$ cat src/hw/uib_pkg.sv
// uib_pkg: register map, field positions and constants of the uart irq/baud block
// assumes a 32-bit apb slave, one aligned word per register
package uib_pkg;
   localparam logic [7:0] UIB_ADDR_IRQ_EN = 8'h00;
   localparam logic [7:0] UIB_ADDR_FRAC = 8'h04;
   localparam logic [7:0] UIB_ADDR_COUNT = 8'h08;
   localparam logic [7:0] UIB_ADDR_STATUS = 8'h0c;
   localparam logic [7:0] UIB_ADDR_FLAGS = 8'h10;
   localparam int UIB_ADDR_W = 8;
   localparam int UIB_BIT_RSE = 6;
   localparam int UIB_BIT_RX_FULL = 2;
   localparam int UIB_BIT_TSE = 1;
   localparam int UIB_BIT_TX_HOLD = 0;
   localparam logic [15:0] UIB_IRQ_EN_MASK = 16'h0047;
   localparam logic [15:0] UIB_FRAC_MASK = 16'h00f0;
   localparam int UIB_FRAC_LSB = 4;
   localparam int UIB_FRAC_W = 4;
   localparam int UIB_CNT_W = 16;
   localparam logic [15:0] UIB_RESET_VAL = 16'h0000;
   localparam int UIB_NFLAG = 4;
   typedef enum logic [1:0] {
      UIB_ST_IDLE = 2'b00,
      UIB_ST_LOAD = 2'b01,
      UIB_ST_RUN = 2'b10
   } uib_baud_state_e;
endpackage

$ cat src/hw/uib_baud_if.sv
// uib_baud_if: divisor settings from the register file to the baud generator
// assumes both ends on clk_in
`timescale 1ns/10ps
`default_nettype none
interface uib_baud_if;
   import uib_pkg::*;
   logic [UIB_CNT_W-1:0] integer_count;
   logic [UIB_FRAC_W-1:0] fraction_sel;
   logic bit_tick;
   modport ctrl (output integer_count, output fraction_sel, input bit_tick);
   modport gen (input integer_count, input fraction_sel, output bit_tick);
endinterface
`default_nettype wire

$ cat src/hw/uib_regs.sv
// uib_regs: apb register slave for enables, fraction, count and status
// assumes apb master per protocol; zero wait states
`timescale 1ns/10ps
`default_nettype none
module uib_regs
   import uib_pkg::*;
(
   input wire logic clk_in,
   input wire logic nrst_in,
   input wire logic psel_in,
   input wire logic penable_in,
   input wire logic pwrite_in,
   input wire logic [UIB_ADDR_W-1:0] paddr_in,
   input wire logic [31:0] pwdata_in,
   input wire logic [UIB_NFLAG-1:0] flags_in,
   output logic [31:0] prdata_out,
   output logic pslverr_out,
   output logic [15:0] irq_en_out,
   output logic [UIB_NFLAG-1:0] sticky_out,
   uib_baud_if.ctrl bus
);
   // ==========================================
   // registers
   logic [15:0] irq_en_r;
   logic [15:0] frac_r;
   logic [15:0] count_r;
   logic [UIB_NFLAG-1:0] sticky_r;
   logic [UIB_NFLAG-1:0] flags_d_r;
   logic wr;
   logic rd;
   logic mapped;
   assign wr = psel_in && penable_in && pwrite_in;
   assign rd = psel_in && penable_in && !pwrite_in;
   assign mapped = (paddr_in == UIB_ADDR_IRQ_EN) || (paddr_in == UIB_ADDR_FRAC) ||
      (paddr_in == UIB_ADDR_COUNT) || (paddr_in == UIB_ADDR_STATUS) ||
      (paddr_in == UIB_ADDR_FLAGS);
   always_ff @(posedge clk_in or negedge nrst_in)
   begin
      if (!nrst_in)
      begin
         irq_en_r <= UIB_RESET_VAL;
         frac_r <= UIB_RESET_VAL;
         count_r <= UIB_RESET_VAL;
      end
      else if (wr)
      begin
         // reserved bits held at zero
         if (paddr_in == UIB_ADDR_IRQ_EN)
            irq_en_r <= pwdata_in[15:0] & UIB_IRQ_EN_MASK;
         if (paddr_in == UIB_ADDR_FRAC)
            frac_r <= pwdata_in[15:0] & UIB_FRAC_MASK;
         if (paddr_in == UIB_ADDR_COUNT)
            count_r <= pwdata_in[15:0];
      end
   end
   // ==========================================
   // sticky status on flag rise, set wins over clear
   logic [UIB_NFLAG-1:0] clr;
   assign clr = (wr && paddr_in == UIB_ADDR_STATUS) ? pwdata_in[UIB_NFLAG-1:0] : '0;
   genvar g;
   generate
      for (g = 0; g < UIB_NFLAG; g++)
      begin : g_st
         always_ff @(posedge clk_in or negedge nrst_in)
         begin
            if (!nrst_in)
               sticky_r[g] <= 1'b0;
            else if (flags_in[g] && !flags_d_r[g])
               sticky_r[g] <= 1'b1;
            else if (clr[g])
               sticky_r[g] <= 1'b0;
         end
      end
   endgenerate
   always_ff @(posedge clk_in or negedge nrst_in)
   begin
      if (!nrst_in)
         flags_d_r <= '0;
      else
         flags_d_r <= flags_in;
   end
   // ==========================================
   // read data
   always_ff @(posedge clk_in or negedge nrst_in)
   begin
      if (!nrst_in)
      begin
         prdata_out <= '0;
         pslverr_out <= 1'b0;
      end
      else
      begin
         pslverr_out <= psel_in && !penable_in && !mapped;
         prdata_out <= '0;
         if (psel_in && !penable_in && !pwrite_in)
            case (paddr_in)
               UIB_ADDR_IRQ_EN: prdata_out <= {16'h0000, irq_en_r};
               UIB_ADDR_FRAC: prdata_out <= {16'h0000, frac_r};
               UIB_ADDR_COUNT: prdata_out <= {16'h0000, count_r};
               UIB_ADDR_STATUS: prdata_out <= {28'h0000000, sticky_r};
               UIB_ADDR_FLAGS: prdata_out <= {28'h0000000, flags_in};
               default: prdata_out <= '0;
            endcase
      end
   end
   assign irq_en_out = irq_en_r;
   assign sticky_out = sticky_r;
   assign bus.integer_count = count_r;
   assign bus.fraction_sel = frac_r[UIB_FRAC_LSB +: UIB_FRAC_W];
   a_resv_zero: assert property (@(posedge clk_in) disable iff (!nrst_in)
      (irq_en_r & ~UIB_IRQ_EN_MASK) == '0 && (frac_r & ~UIB_FRAC_MASK) == '0)
      else $error("reserved bit set");
   a_frac_write: assert property (@(posedge clk_in) disable iff (!nrst_in)
      wr && paddr_in == UIB_ADDR_FRAC |=> frac_r[7:4] == $past(pwdata_in[7:4]))
      else $error("fraction not stored");
   a_set_wins: assert property (@(posedge clk_in) disable iff (!nrst_in)
      flags_in[0] && !flags_d_r[0] |=> sticky_r[0]) else $error("event lost");
   a_rd_resv: assert property (@(posedge clk_in) disable iff (!nrst_in)
      $past(rd) |-> prdata_out[31:16] == 16'h0000) else $error("upper bits nonzero");
endmodule // uib_regs
`default_nettype wire

$ cat src/hw/uib_baud_gen.sv
// uib_baud_gen: fractional bit-period generator
// assumes settings stable while running; divisor zero halts ticks
`timescale 1ns/10ps
`default_nettype none
module uib_baud_gen
   import uib_pkg::*;
(
   input wire logic clk_in,
   input wire logic nrst_in,
   uib_baud_if.gen bus
);
   // ==========================================
   // period counter with fraction accumulator
   uib_baud_state_e state_r;
   logic [UIB_CNT_W:0] cnt_r;
   logic [UIB_FRAC_W-1:0] acc_r;
   logic [UIB_FRAC_W:0] acc_sum;
   logic [UIB_CNT_W:0] reload;
   logic tick_r;
   assign acc_sum = {1'b0, acc_r} + {1'b0, bus.fraction_sel};
   // period = integer plus one when fraction overflows
   assign reload = {1'b0, bus.integer_count} + {{UIB_CNT_W{1'b0}}, acc_sum[UIB_FRAC_W]};
   always_ff @(posedge clk_in or negedge nrst_in)
   begin
      if (!nrst_in)
      begin
         state_r <= UIB_ST_IDLE;
         cnt_r <= '0;
         acc_r <= '0;
         tick_r <= 1'b0;
      end
      else
      begin
         tick_r <= 1'b0;
         case (state_r)
            UIB_ST_IDLE:
               if (bus.integer_count != '0)
                  state_r <= UIB_ST_LOAD;
            UIB_ST_LOAD:
            begin
               cnt_r <= reload;
               acc_r <= acc_sum[UIB_FRAC_W-1:0];
               state_r <= UIB_ST_RUN;
            end
            UIB_ST_RUN:
            begin
               if (bus.integer_count == '0)
               begin
                  // count cleared: stop at once
                  state_r <= UIB_ST_IDLE;
                  cnt_r <= '0;
               end
               else if (cnt_r <= {{UIB_CNT_W{1'b0}}, 1'b1})
               begin
                  // reload on the tick, no idle cycle between periods
                  tick_r <= 1'b1;
                  cnt_r <= reload;
                  acc_r <= acc_sum[UIB_FRAC_W-1:0];
               end
               else
                  cnt_r <= cnt_r - {{UIB_CNT_W{1'b0}}, 1'b1};
            end
            default: state_r <= UIB_ST_IDLE;
         endcase
      end
   end
   assign bus.bit_tick = tick_r;
   a_tick_single: assert property (@(posedge clk_in) disable iff (!nrst_in)
      tick_r && cnt_r != {{UIB_CNT_W{1'b0}}, 1'b1} |=> !tick_r)
      else $error("bit tick lasted two cycles");
endmodule // uib_baud_gen
`default_nettype wire

$ cat src/hw/uib_top.sv
// uib_top: uart interrupt enables and fractional baud correction, apb slave
// assumes status flags from the uart core on clk_in
// ==========================================
// Summary of operation
// - enable register unused bits read zero
// - bit 6 gates receive sum error
// - bit 2 gates receive buffer full
// - bit 1 gates transmit shift empty
// - bit 0 gates transmit holding empty
// - fraction register unused bits read zero
// - bits 7..4 give sixteenths of fraction
// - divisor equals integer count plus fraction
// - integer count is 16 bits, resets zero
`timescale 1ns/10ps
`default_nettype none
module uib_top
   import uib_pkg::*;
(
   input wire logic clk_in,
   input wire logic nrst_in,
   input wire logic psel_in,
   input wire logic penable_in,
   input wire logic pwrite_in,
   input wire logic [UIB_ADDR_W-1:0] paddr_in,
   input wire logic [31:0] pwdata_in,
   output logic [31:0] prdata_out,
   output logic pready_out,
   output logic pslverr_out,
   input wire logic rx_sum_error_flag_in,
   input wire logic rx_full_flag_in,
   input wire logic tx_shift_empty_flag_in,
   input wire logic tx_holding_empty_flag_in,
   output logic bit_tick_out,
   output logic uart_irq_out
);
   // ==========================================
   // flag gathering
   logic [UIB_NFLAG-1:0] flags;
   logic [15:0] irq_en;
   logic [UIB_NFLAG-1:0] sticky;
   logic [UIB_NFLAG-1:0] en4;
   logic irq_nxt;
   logic irq_r;
   logic tick_r;
   logic pready_r;
   uib_baud_if bif();
   assign flags = {rx_sum_error_flag_in, rx_full_flag_in, tx_shift_empty_flag_in,
      tx_holding_empty_flag_in};
   uib_regs u_regs (
      .clk_in(clk_in),
      .nrst_in(nrst_in),
      .psel_in(psel_in),
      .penable_in(penable_in),
      .pwrite_in(pwrite_in),
      .paddr_in(paddr_in),
      .pwdata_in(pwdata_in),
      .flags_in(flags),
      .prdata_out(prdata_out),
      .pslverr_out(pslverr_out),
      .irq_en_out(irq_en),
      .sticky_out(sticky),
      .bus(bif.ctrl)
   );
   uib_baud_gen u_baud (
      .clk_in(clk_in),
      .nrst_in(nrst_in),
      .bus(bif.gen)
   );
   // ==========================================
   // interrupt gating
   // sum error, rx full, tx shift, tx holding order in flag vector
   assign en4 = {irq_en[UIB_BIT_RSE],
      irq_en[UIB_BIT_RX_FULL],
      irq_en[UIB_BIT_TSE],
      irq_en[UIB_BIT_TX_HOLD]};
   assign irq_nxt = |(sticky & en4);
   always_ff @(posedge clk_in or negedge nrst_in)
   begin
      if (!nrst_in)
         irq_r <= 1'b0;
      else
         irq_r <= irq_nxt;
   end
   always_ff @(posedge clk_in or negedge nrst_in)
   begin
      if (!nrst_in)
         tick_r <= 1'b0;
      else
         tick_r <= bif.bit_tick;
   end
   // zero wait states, ready from a flop
   always_ff @(posedge clk_in or negedge nrst_in)
   begin
      if (!nrst_in)
         pready_r <= 1'b0;
      else
         pready_r <= 1'b1;
   end
   assign uart_irq_out = irq_r;
   assign bit_tick_out = tick_r;
   assign pready_out = pready_r;
   a_irq_gate: assert property (@(posedge clk_in) disable iff (!nrst_in)
      irq_nxt |=> uart_irq_out) else $error("irq not raised");
   a_rse_mask: assert property (@(posedge clk_in) disable iff (!nrst_in)
      !irq_en[UIB_BIT_RSE] && sticky == 4'h8 |=> !uart_irq_out)
      else $error("masked sum error interrupts");
   a_rx_full_mask: assert property (@(posedge clk_in) disable iff (!nrst_in)
      irq_en[UIB_BIT_RX_FULL] && sticky[2] |=> uart_irq_out)
      else $error("full flag irq missing");
   a_tse_mask: assert property (@(posedge clk_in) disable iff (!nrst_in)
      irq_en[UIB_BIT_TSE] && sticky[1] |=> uart_irq_out)
      else $error("shift empty irq missing");
   a_tx_hold_mask: assert property (@(posedge clk_in) disable iff (!nrst_in)
      irq_en[UIB_BIT_TX_HOLD] && sticky[0] |=> uart_irq_out)
      else $error("holding empty irq missing");
   a_none_quiet: assert property (@(posedge clk_in) disable iff (!nrst_in)
      irq_en == '0 |=> !uart_irq_out) else $error("irq with all masked");
endmodule // uib_top
`default_nettype wire

$ cat config.mk
export PLATFORM = sky130hd
export DESIGN_NAME = uib_top
export DESIGN_NICKNAME = d
export VERILOG_FILES = /design/src/hw/uib_pkg.sv /design/src/hw/uib_baud_if.sv /design/src/hw/uib_regs.sv /design/src/hw/uib_baud_gen.sv /design/src/hw/uib_top.sv
export SDC_FILE = /design/constraint.sdc
export NUM_CORES = 1
export LEC_CHECK = 0
export BUFFER_PORTS_ARGS = -buffer_cell sky130_fd_sc_hd__buf_2
export CORE_ASPECT_RATIO = 0.9
export CORE_UTILIZATION = 54
export CTS_CLUSTER_SIZE = 24
export DETAILED_ROUTE_END_ITERATION = 6
export GPL_ROUTABILITY_DRIVEN = 0
export MAX_ROUTING_LAYER = met4
export PLACE_DENSITY = 0.83
export RECOVER_POWER = 50
export SLEW_MARGIN = 20
export SYNTH_ARGS = -nofsm -noshare
export SYNTH_HDL_FRONTEND = slang
export SYNTH_SLANG_ARGS = --single-unit
$ cat constraint.sdc
create_clock -name clk_in -period 4.3 [get_ports clk_in]
set_input_delay 0.645 -clock clk_in [delete_from_list [all_inputs] [get_ports clk_in]]
set_output_delay 0.645 -clock clk_in [all_outputs]
set_load 0.01 [all_outputs]
### Word level (Yosys, flattened, before mapping)

Cells that the tools add are included.

| storage, ports and cells | value |
|---|---|
| register bits after elaboration | 92 |
| input port bits | 49 |
| output and inout port bits | 36 |
| word-level logic and storage cells | 91 |

| cells by class | value |
|---|---|
| $add $sub $neg | 3 |
| magnitude comparators | 1 |
| eq/ne operators | 10 |
| muxes and demuxes | 23 |
| bitwise operators | 1 |
| reductions and logical operators | 36 |

Operator list:

| operator | count |
|---|---|
| 16-bit one-hot mux with 5 select lines | 1 |
| 17-bit 2-to-1 mux | 2 |
| 17-bit one-hot mux with 2 select lines | 1 |
| 32-bit 2-to-1 mux | 1 |
| 16-bit by 1-bit adder with 17-bit output | 1 |
| 17-bit by 1-bit <= comparator with 1-bit output, second input constant | 1 |
| 17-bit by 1-bit subtractor with 17-bit output, second input constant | 1 |
| 8-bit by 4-bit == test with 1-bit output, second input constant | 2 |
| 16-bit zero test | 1 |
| 16-bit nonzero test | 1 |
| 4-bit 2-to-1 mux | 3 |
| 1-bit 2-to-1 mux | 11 |
| 1-bit logical AND | 10 |
| 2-bit nonzero test | 5 |
| 8-bit by 3-bit == test with 1-bit output, second input constant | 1 |
| 8-bit by 5-bit == test with 1-bit output, second input constant | 1 |
| 8-bit zero test | 1 |
| 4-bit one-hot mux with 2 select lines | 1 |
| 2-bit AND reduction | 4 |
| 1-bit zero test | 7 |
| 2-bit by 1-bit != test with 1-bit output, second input constant | 3 |
| 2-bit one-hot mux with 3 select lines | 1 |
| 4-bit by 4-bit adder with 5-bit output | 1 |
| 4-bit AND | 1 |
| 8 further kinds | 12 |

### Longest topological paths before layout

| logic depth | value |
|---|---|
| word-level depth | 7 |
| gate-level depth with buffers | 13 |

### Cells and area by module

A second synthesis with hierarchy kept.

| unflattened totals | value |
|---|---|
| cells, all modules | 421 |
| area total of the unflattened synthesis | 4399.2 um^2 |

Modules (own cells, without submodules):

| module | instances | cells each | area an instance (um^2) | sequential area each (um^2) |
|---|---|---|---|---|
| uib_regs | 1 | 195 | 2339.7 | 1226.2 |
| uib_baud_gen | 1 | 219 | 1961.9 | 600.6 |
| uib_top | 1 | 7 | 97.6 | 75.1 |

### Worst setup path before layout

OpenSTA, ideal clock, no wires.

| timing | value |
|---|---|
| path kind | flip-flop to flip-flop |
| start point | register u_regs.frac_r[4] |
| end point | register u_baud.cnt_r[13] |
| arrival time | 2.461 ns |
| required time | 4.174 ns |
| slack | 1.713 ns |
| cell stages (with the launch flop) | 13 |
| clock period less this slack | 2.587 ns |
| path through | dfrtp_1 ha_1 inv_1 fa_1 nor2b_1 o21ai_0 nand2b_1 ha_1 nand2_1 or4_1 o21ai_0 a21oi_1 a221o_1 |

| between the ends | value |
|---|---|
| word-level cells in the longest chain between the ends | 5 |

Ends and longest elaborated chain:

| what | RTL line | text |
|---|---|---|
| start, declared | uib_regs.sv:25 | `logic [15:0] frac_r;` |
| start signal, assigned | uib_regs.sv:51 | `frac_r <= pwdata_in[15:0] & UIB_FRAC_MASK;` |
| 4-bit by 4-bit adder with 5-bit output (*) | uib_baud_gen.sv:20 | `assign acc_sum = {1'b0, acc_r} + {1'b0, bus.fraction_sel};` |
| 16-bit by 1-bit adder with 17-bit output (*) | uib_baud_gen.sv:22 | `assign reload = {1'b0, bus.integer_count} + {{UIB_CNT_W{1'b0}}, acc_sum[UIB_FRAC_W]};` |
| 17-bit 2-to-1 mux | uib_baud_gen.sv:53 | `else if (cnt_r <= {{UIB_CNT_W{1'b0}}, 1'b1})` |
| 17-bit 2-to-1 mux | uib_baud_gen.sv:47 | `if (bus.integer_count == '0)` |
| 17-bit one-hot mux with 2 select lines (*) | uib_baud_gen.sv:35 | `case (state_r)` |
| end signal, assigned | uib_baud_gen.sv:41 | `cnt_r <= reload;` |
| end signal, assigned | uib_baud_gen.sv:57 | `cnt_r <= reload;` |
| end signal, assigned | uib_baud_gen.sv:61 | `cnt_r <= cnt_r - {{UIB_CNT_W{1'b0}}, 1'b1};` |
| end, declared | uib_baud_gen.sv:15 | `logic [UIB_CNT_W:0] cnt_r;` |

Mark *: on every way between the ends. The rest lies on a longest branch, timed or not.
A chain may end at the register's enable or synchronous reset.

### Worst setup path after layout

Same ends and word-level chain as after synthesis.

==> impl_metrics.csv <==
group,metric,value,unit
outcome,run_status,"complete, but fails checks",
outcome,violations,"max-capacitance violations, max-slew violations",
clocking,cts_resized,0,
die,die_x,95.3,um
synth,syn_area_per_cell,10.2,um^2
cells_and_area,area_growth_syn_to_layout,10.5,%
die,start_util,56.0,%
sta,maxSlewViolCount,77,
cells_and_area,antenna_cells,0,
global_route,antenna_found_initial,0,
pwr,irDropWorstVdd,0.000226,V
setup_path,critical-path-slowest-cell,"or4_1",
sta,period_needed,2.94,ns
cells_and_area,nFillCells,595,
setup_path,start_kind,"flop",
placed_design,dpl_worst_slack,1.15,ns
synth,synth_edf_count,0,
cells_and_area,final_nets,520,
setup_path,path_cells,"ha_1, inv_1, fa_1, nor2b_1, o21ai_0, nand2b_1, ha_1, nand2_1, or4_1, o21ai_0, a21oi_1, a221o_1",
synth,yosysTopAreaCell,"dfrtp_1",
die,core_area,7540,um^2
pwr,p_int,1.37,mW
pwr,leakage,2.29,nW
setup_path,worstPathMaxFanout,6,
global_route,grt_max_degree,77,
synth,ys_ff_latch,76,
min_path,holdPathEnd,"bit_tick_out",
setup_path,path_buf_inv,1,
sta,skew,0.00776,ns
clocking,clk_pin_slew,0.08,ns
die,die_h,85.9,um
global_route,grt_first_pass_wirelength,15800,um
setup_path,cpPeakStageDelay,0.56,ns
die,rows,30,
clocking,cts_tree,"yes",
clocking,clock-sinks,76,
clocking,root_buffer,"clkbuf_8",
synth,synth_top_area_share,45.0,%
sta,finalSetupViolCount,0,
pwr,p_seq_share,36.1,%
clocking,hold_buffers,0,
drt,num_vias,3447,
die,num_io_pins,85,
setup_path,cp.required,4.55,ns
clocking,insertion_delay,0.36,ns
drt,drtPass1Iterations,5,
pwr,power-per-cell-area,483,nW/um^2
die,die-area,8190,um^2
drt,viasPerCell,6.18,
clocking,cts_made_buffers,9,
synth,synth_top_cells_by_area,"dfrtp_1, mux2_1, ha_1, mux2_2, buf_4",
pwr,switchingPower,885,uW
min_path,hp-start,"u_baud.bus.bit_tick",
setup_path,worstRegToRegCells,12,
cells_and_area,drive_above_1_share,18.4,%
setup_path,crit_path_end_kind,"flop",
clocking,cts_max_level,3,
pwr,p_comb_share,37.5,%
drt,drc_errors,0,
pwr,clockPowerShare,26.4,%
sta,fin_crit_sh,68.3,%
synth,async_flop_share,100,%
synth,syn_inst,413,
global_route,grt_pass1_vias,3218,
synth,yosys_warnings,0,
sta,hold_viol,0,
setup_path,crit_family,"simple AND/OR/NAND/NOR gates",
drt,drtAntennaViolNets,0,
clocking,cts_setup_buffers,0,
setup_path,setup.worst_path.class,"flop to flop",
placed_design,io_buffers,52,
pwr,sw_frac_of_total,39.2,%
clocking,ctsLongestPathBuffers,2,
sta,tightest_slew,1.83,ns
drt,wl,9740,um
sta,relSlewSlack,-21.7,%
global_route,grt_overflow,0,
synth,synthFlopType,"dfrtp_1",
setup_path,arrival,3.19,ns
min_path,hold_path.class,"flop to flop",
sta,max_freq,341,MHz
global_route,track_usage,26.5,%
sta,tns,0,ns
synth,yosysSeqAreaShare,45.0,%
synth,synth_area,4230,um^2
job,drv_cap,1,
sta,fin_ws,1.36,ns
placed_design,hpwlAfterDp,7050,um
min_path,hold_depth,0,
drt,wire_per_inst,17.4,um
setup_path,ff2ff_setup_slack,1.36,ns
synth,synth_cell_type_count,61,
drt,drt_iter0_markers,336,
sta,rsz0062_at_grt,"no",
setup_path,r2r_start,"u_regs.frac_r[4]",
setup_path,rr_endpoint,"u_baud.cnt_r[13]",
## layout by cell type (no fill, tap or decap), types with 5 or more instances in the layout
cell / n
conb_1: 17
a21oi_1: 10
nor2_1: 25
a22oi_1: 9
buf_2: 45
clkbuf_8: 9
ha_1: 12
mux2_1: 16
nor4_1: 11
nand2_1: 30
a21o_1: 6
dfrtp_1: 76
nand3_1: 8
or4_1: 10
inv_1: 19
a22o_1: 6
o21ai_0: 8
o21ai_1: 18
and3_1: 9
clkbuf_1: 6
xnor2_1: 10
nand4_1: 7
nor3_1: 12
a221o_1: 6
mux2_2: 11
xor2_1: 5
## routing by layer
metal	wire (um)	vias to the layer above	GRT usage [%]
li1	-	1598	-
met1	4290	1686	33.7
met2	4670	145	41.4
met3	623	18	7.54
met4	151	0	7.02
met5	0	-	-
## Yosys cell counts (2+ instances only)
master,instances
nor4_1,11
nor3_1,12
nand2_1,30
nor2b_1,2
a32oi_1,3
or3_1,2
nand3_1,8
buf_6,2
clkbuf_1,11
a221o_1,6
buf_2,5
and2_1,3
o22ai_1,3
buf_4,16
a21oi_1,10
o32ai_1,2
xnor2_1,10
ha_1,12
xor2_1,5
a22o_1,6
o21ai_0,8
mux2_2,11
o21ai_1,18
and4_1,3
a31oi_1,2
nor3_2,3
inv_1,19
nand4_1,7
nor4_2,2
nand2b_1,2
nor2_1,25
and3_1,9
o41ai_1,2
mux2_1,16
a22oi_1,9
o211ai_1,2
a41oi_1,2
conb_1,2
a21o_1,6
dfrtp_1,76
or4_1,10
## flip-flops by register name (all words and copies together), names as in the netlist, 2 cells and up
register                  flops
u_regs.prdata_out            16
u_regs.frac_r                 4
u_regs.sticky_out             4
u_baud.state_r                2
u_regs.bus.integer_count     16
u_baud.acc_r                  4
u_regs.flags_d_r              4
u_regs.irq_en_out             4
u_baud.cnt_r                 17
## logic make-up after synthesis
family	after synthesis	synth area share (%)
AOI/OAI and AO/OA	92	16.2
xor gates and xnor gates	15	3.11
adders and majority gates	13	4.03
buffers and inverters	53	6.63
DFF	76	45.0
muxes	28	7.43
other	2	0.178
and+or+nand+nor	134	17.5
## cell type report
type	instances	area [um^2]	area share (%)
multi-input combinational	299	2100	45.0
sequential	76	1900	40.7
timing repair buffer	53	260	5.57
clock buffer	9	124	2.65
tap	96	120	2.57
clock inverter	6	90.1	1.93
inverter	19	71.3	1.53
## worst max-delay path by stage
stage | startpoint | to | slack, ns | depth (start not counted)
3_3_place_gp | paddr_in[1] | u_regs.bus.integer_count[1] | 1.26 | 6
6_report | u_regs.frac_r[4] | u_baud.cnt_r[13] | 1.36 | 12
2_1_floorplan | u_regs.frac_r[4] | u_baud.cnt_r[13] | 1.71 | 12
5_1_grt | u_regs.frac_r[4] | u_baud.cnt_r[13] | 1.15 | 12
4_1_cts | u_regs.frac_r[4] | u_baud.cnt_r[13] | 1.36 | 12
3_5_place_dp | paddr_in[1] | u_regs.bus.integer_count[9] | 1.15 | 6
## worst register-to-register path, stage by stage, from the launching register on
cell and delay (ns):
dfrtp_1 0.38, ha_1 0.19, inv_1 0.06, fa_1 0.41
nor2b_1 0.11, o21ai_0 0.07, nand2b_1 0.12, ha_1 0.21
nand2_1 0.16, or4_1 0.56, o21ai_0 0.19, a21oi_1 0.10
a221o_1 0.26
## through the flow
stage	area (um^2)	utilization [%]	total power [mW]	std cells	hold slack (ns)
after floorplan	4280	-	1.47	428	0.331
after global placement	4460	59.2	1.62	543	0.337
after detailed placement	4460	59.2	1.65	543	0.345
after CTS	4680	62.0	2.24	558	0.356
after global routing	4670	61.9	2.39	558	0.367
final	4670	61.9	2.26	558	0.353
## power by group through the flow
| stage | clock network (mW) | logic [mW] | registers (mW) |
|---|---|---|---|
| after floorplan | 0 | 0.659 | 0.808 |
| after global routing | 0.635 | 0.934 | 0.820 |
| final | 0.596 | 0.846 | 0.813 |
| after CTS | 0.602 | 0.830 | 0.812 |
| after global placement | 0 | 0.796 | 0.822 |
| after detailed placement | 0 | 0.825 | 0.826 |
(Power assumes the default switching activity.)
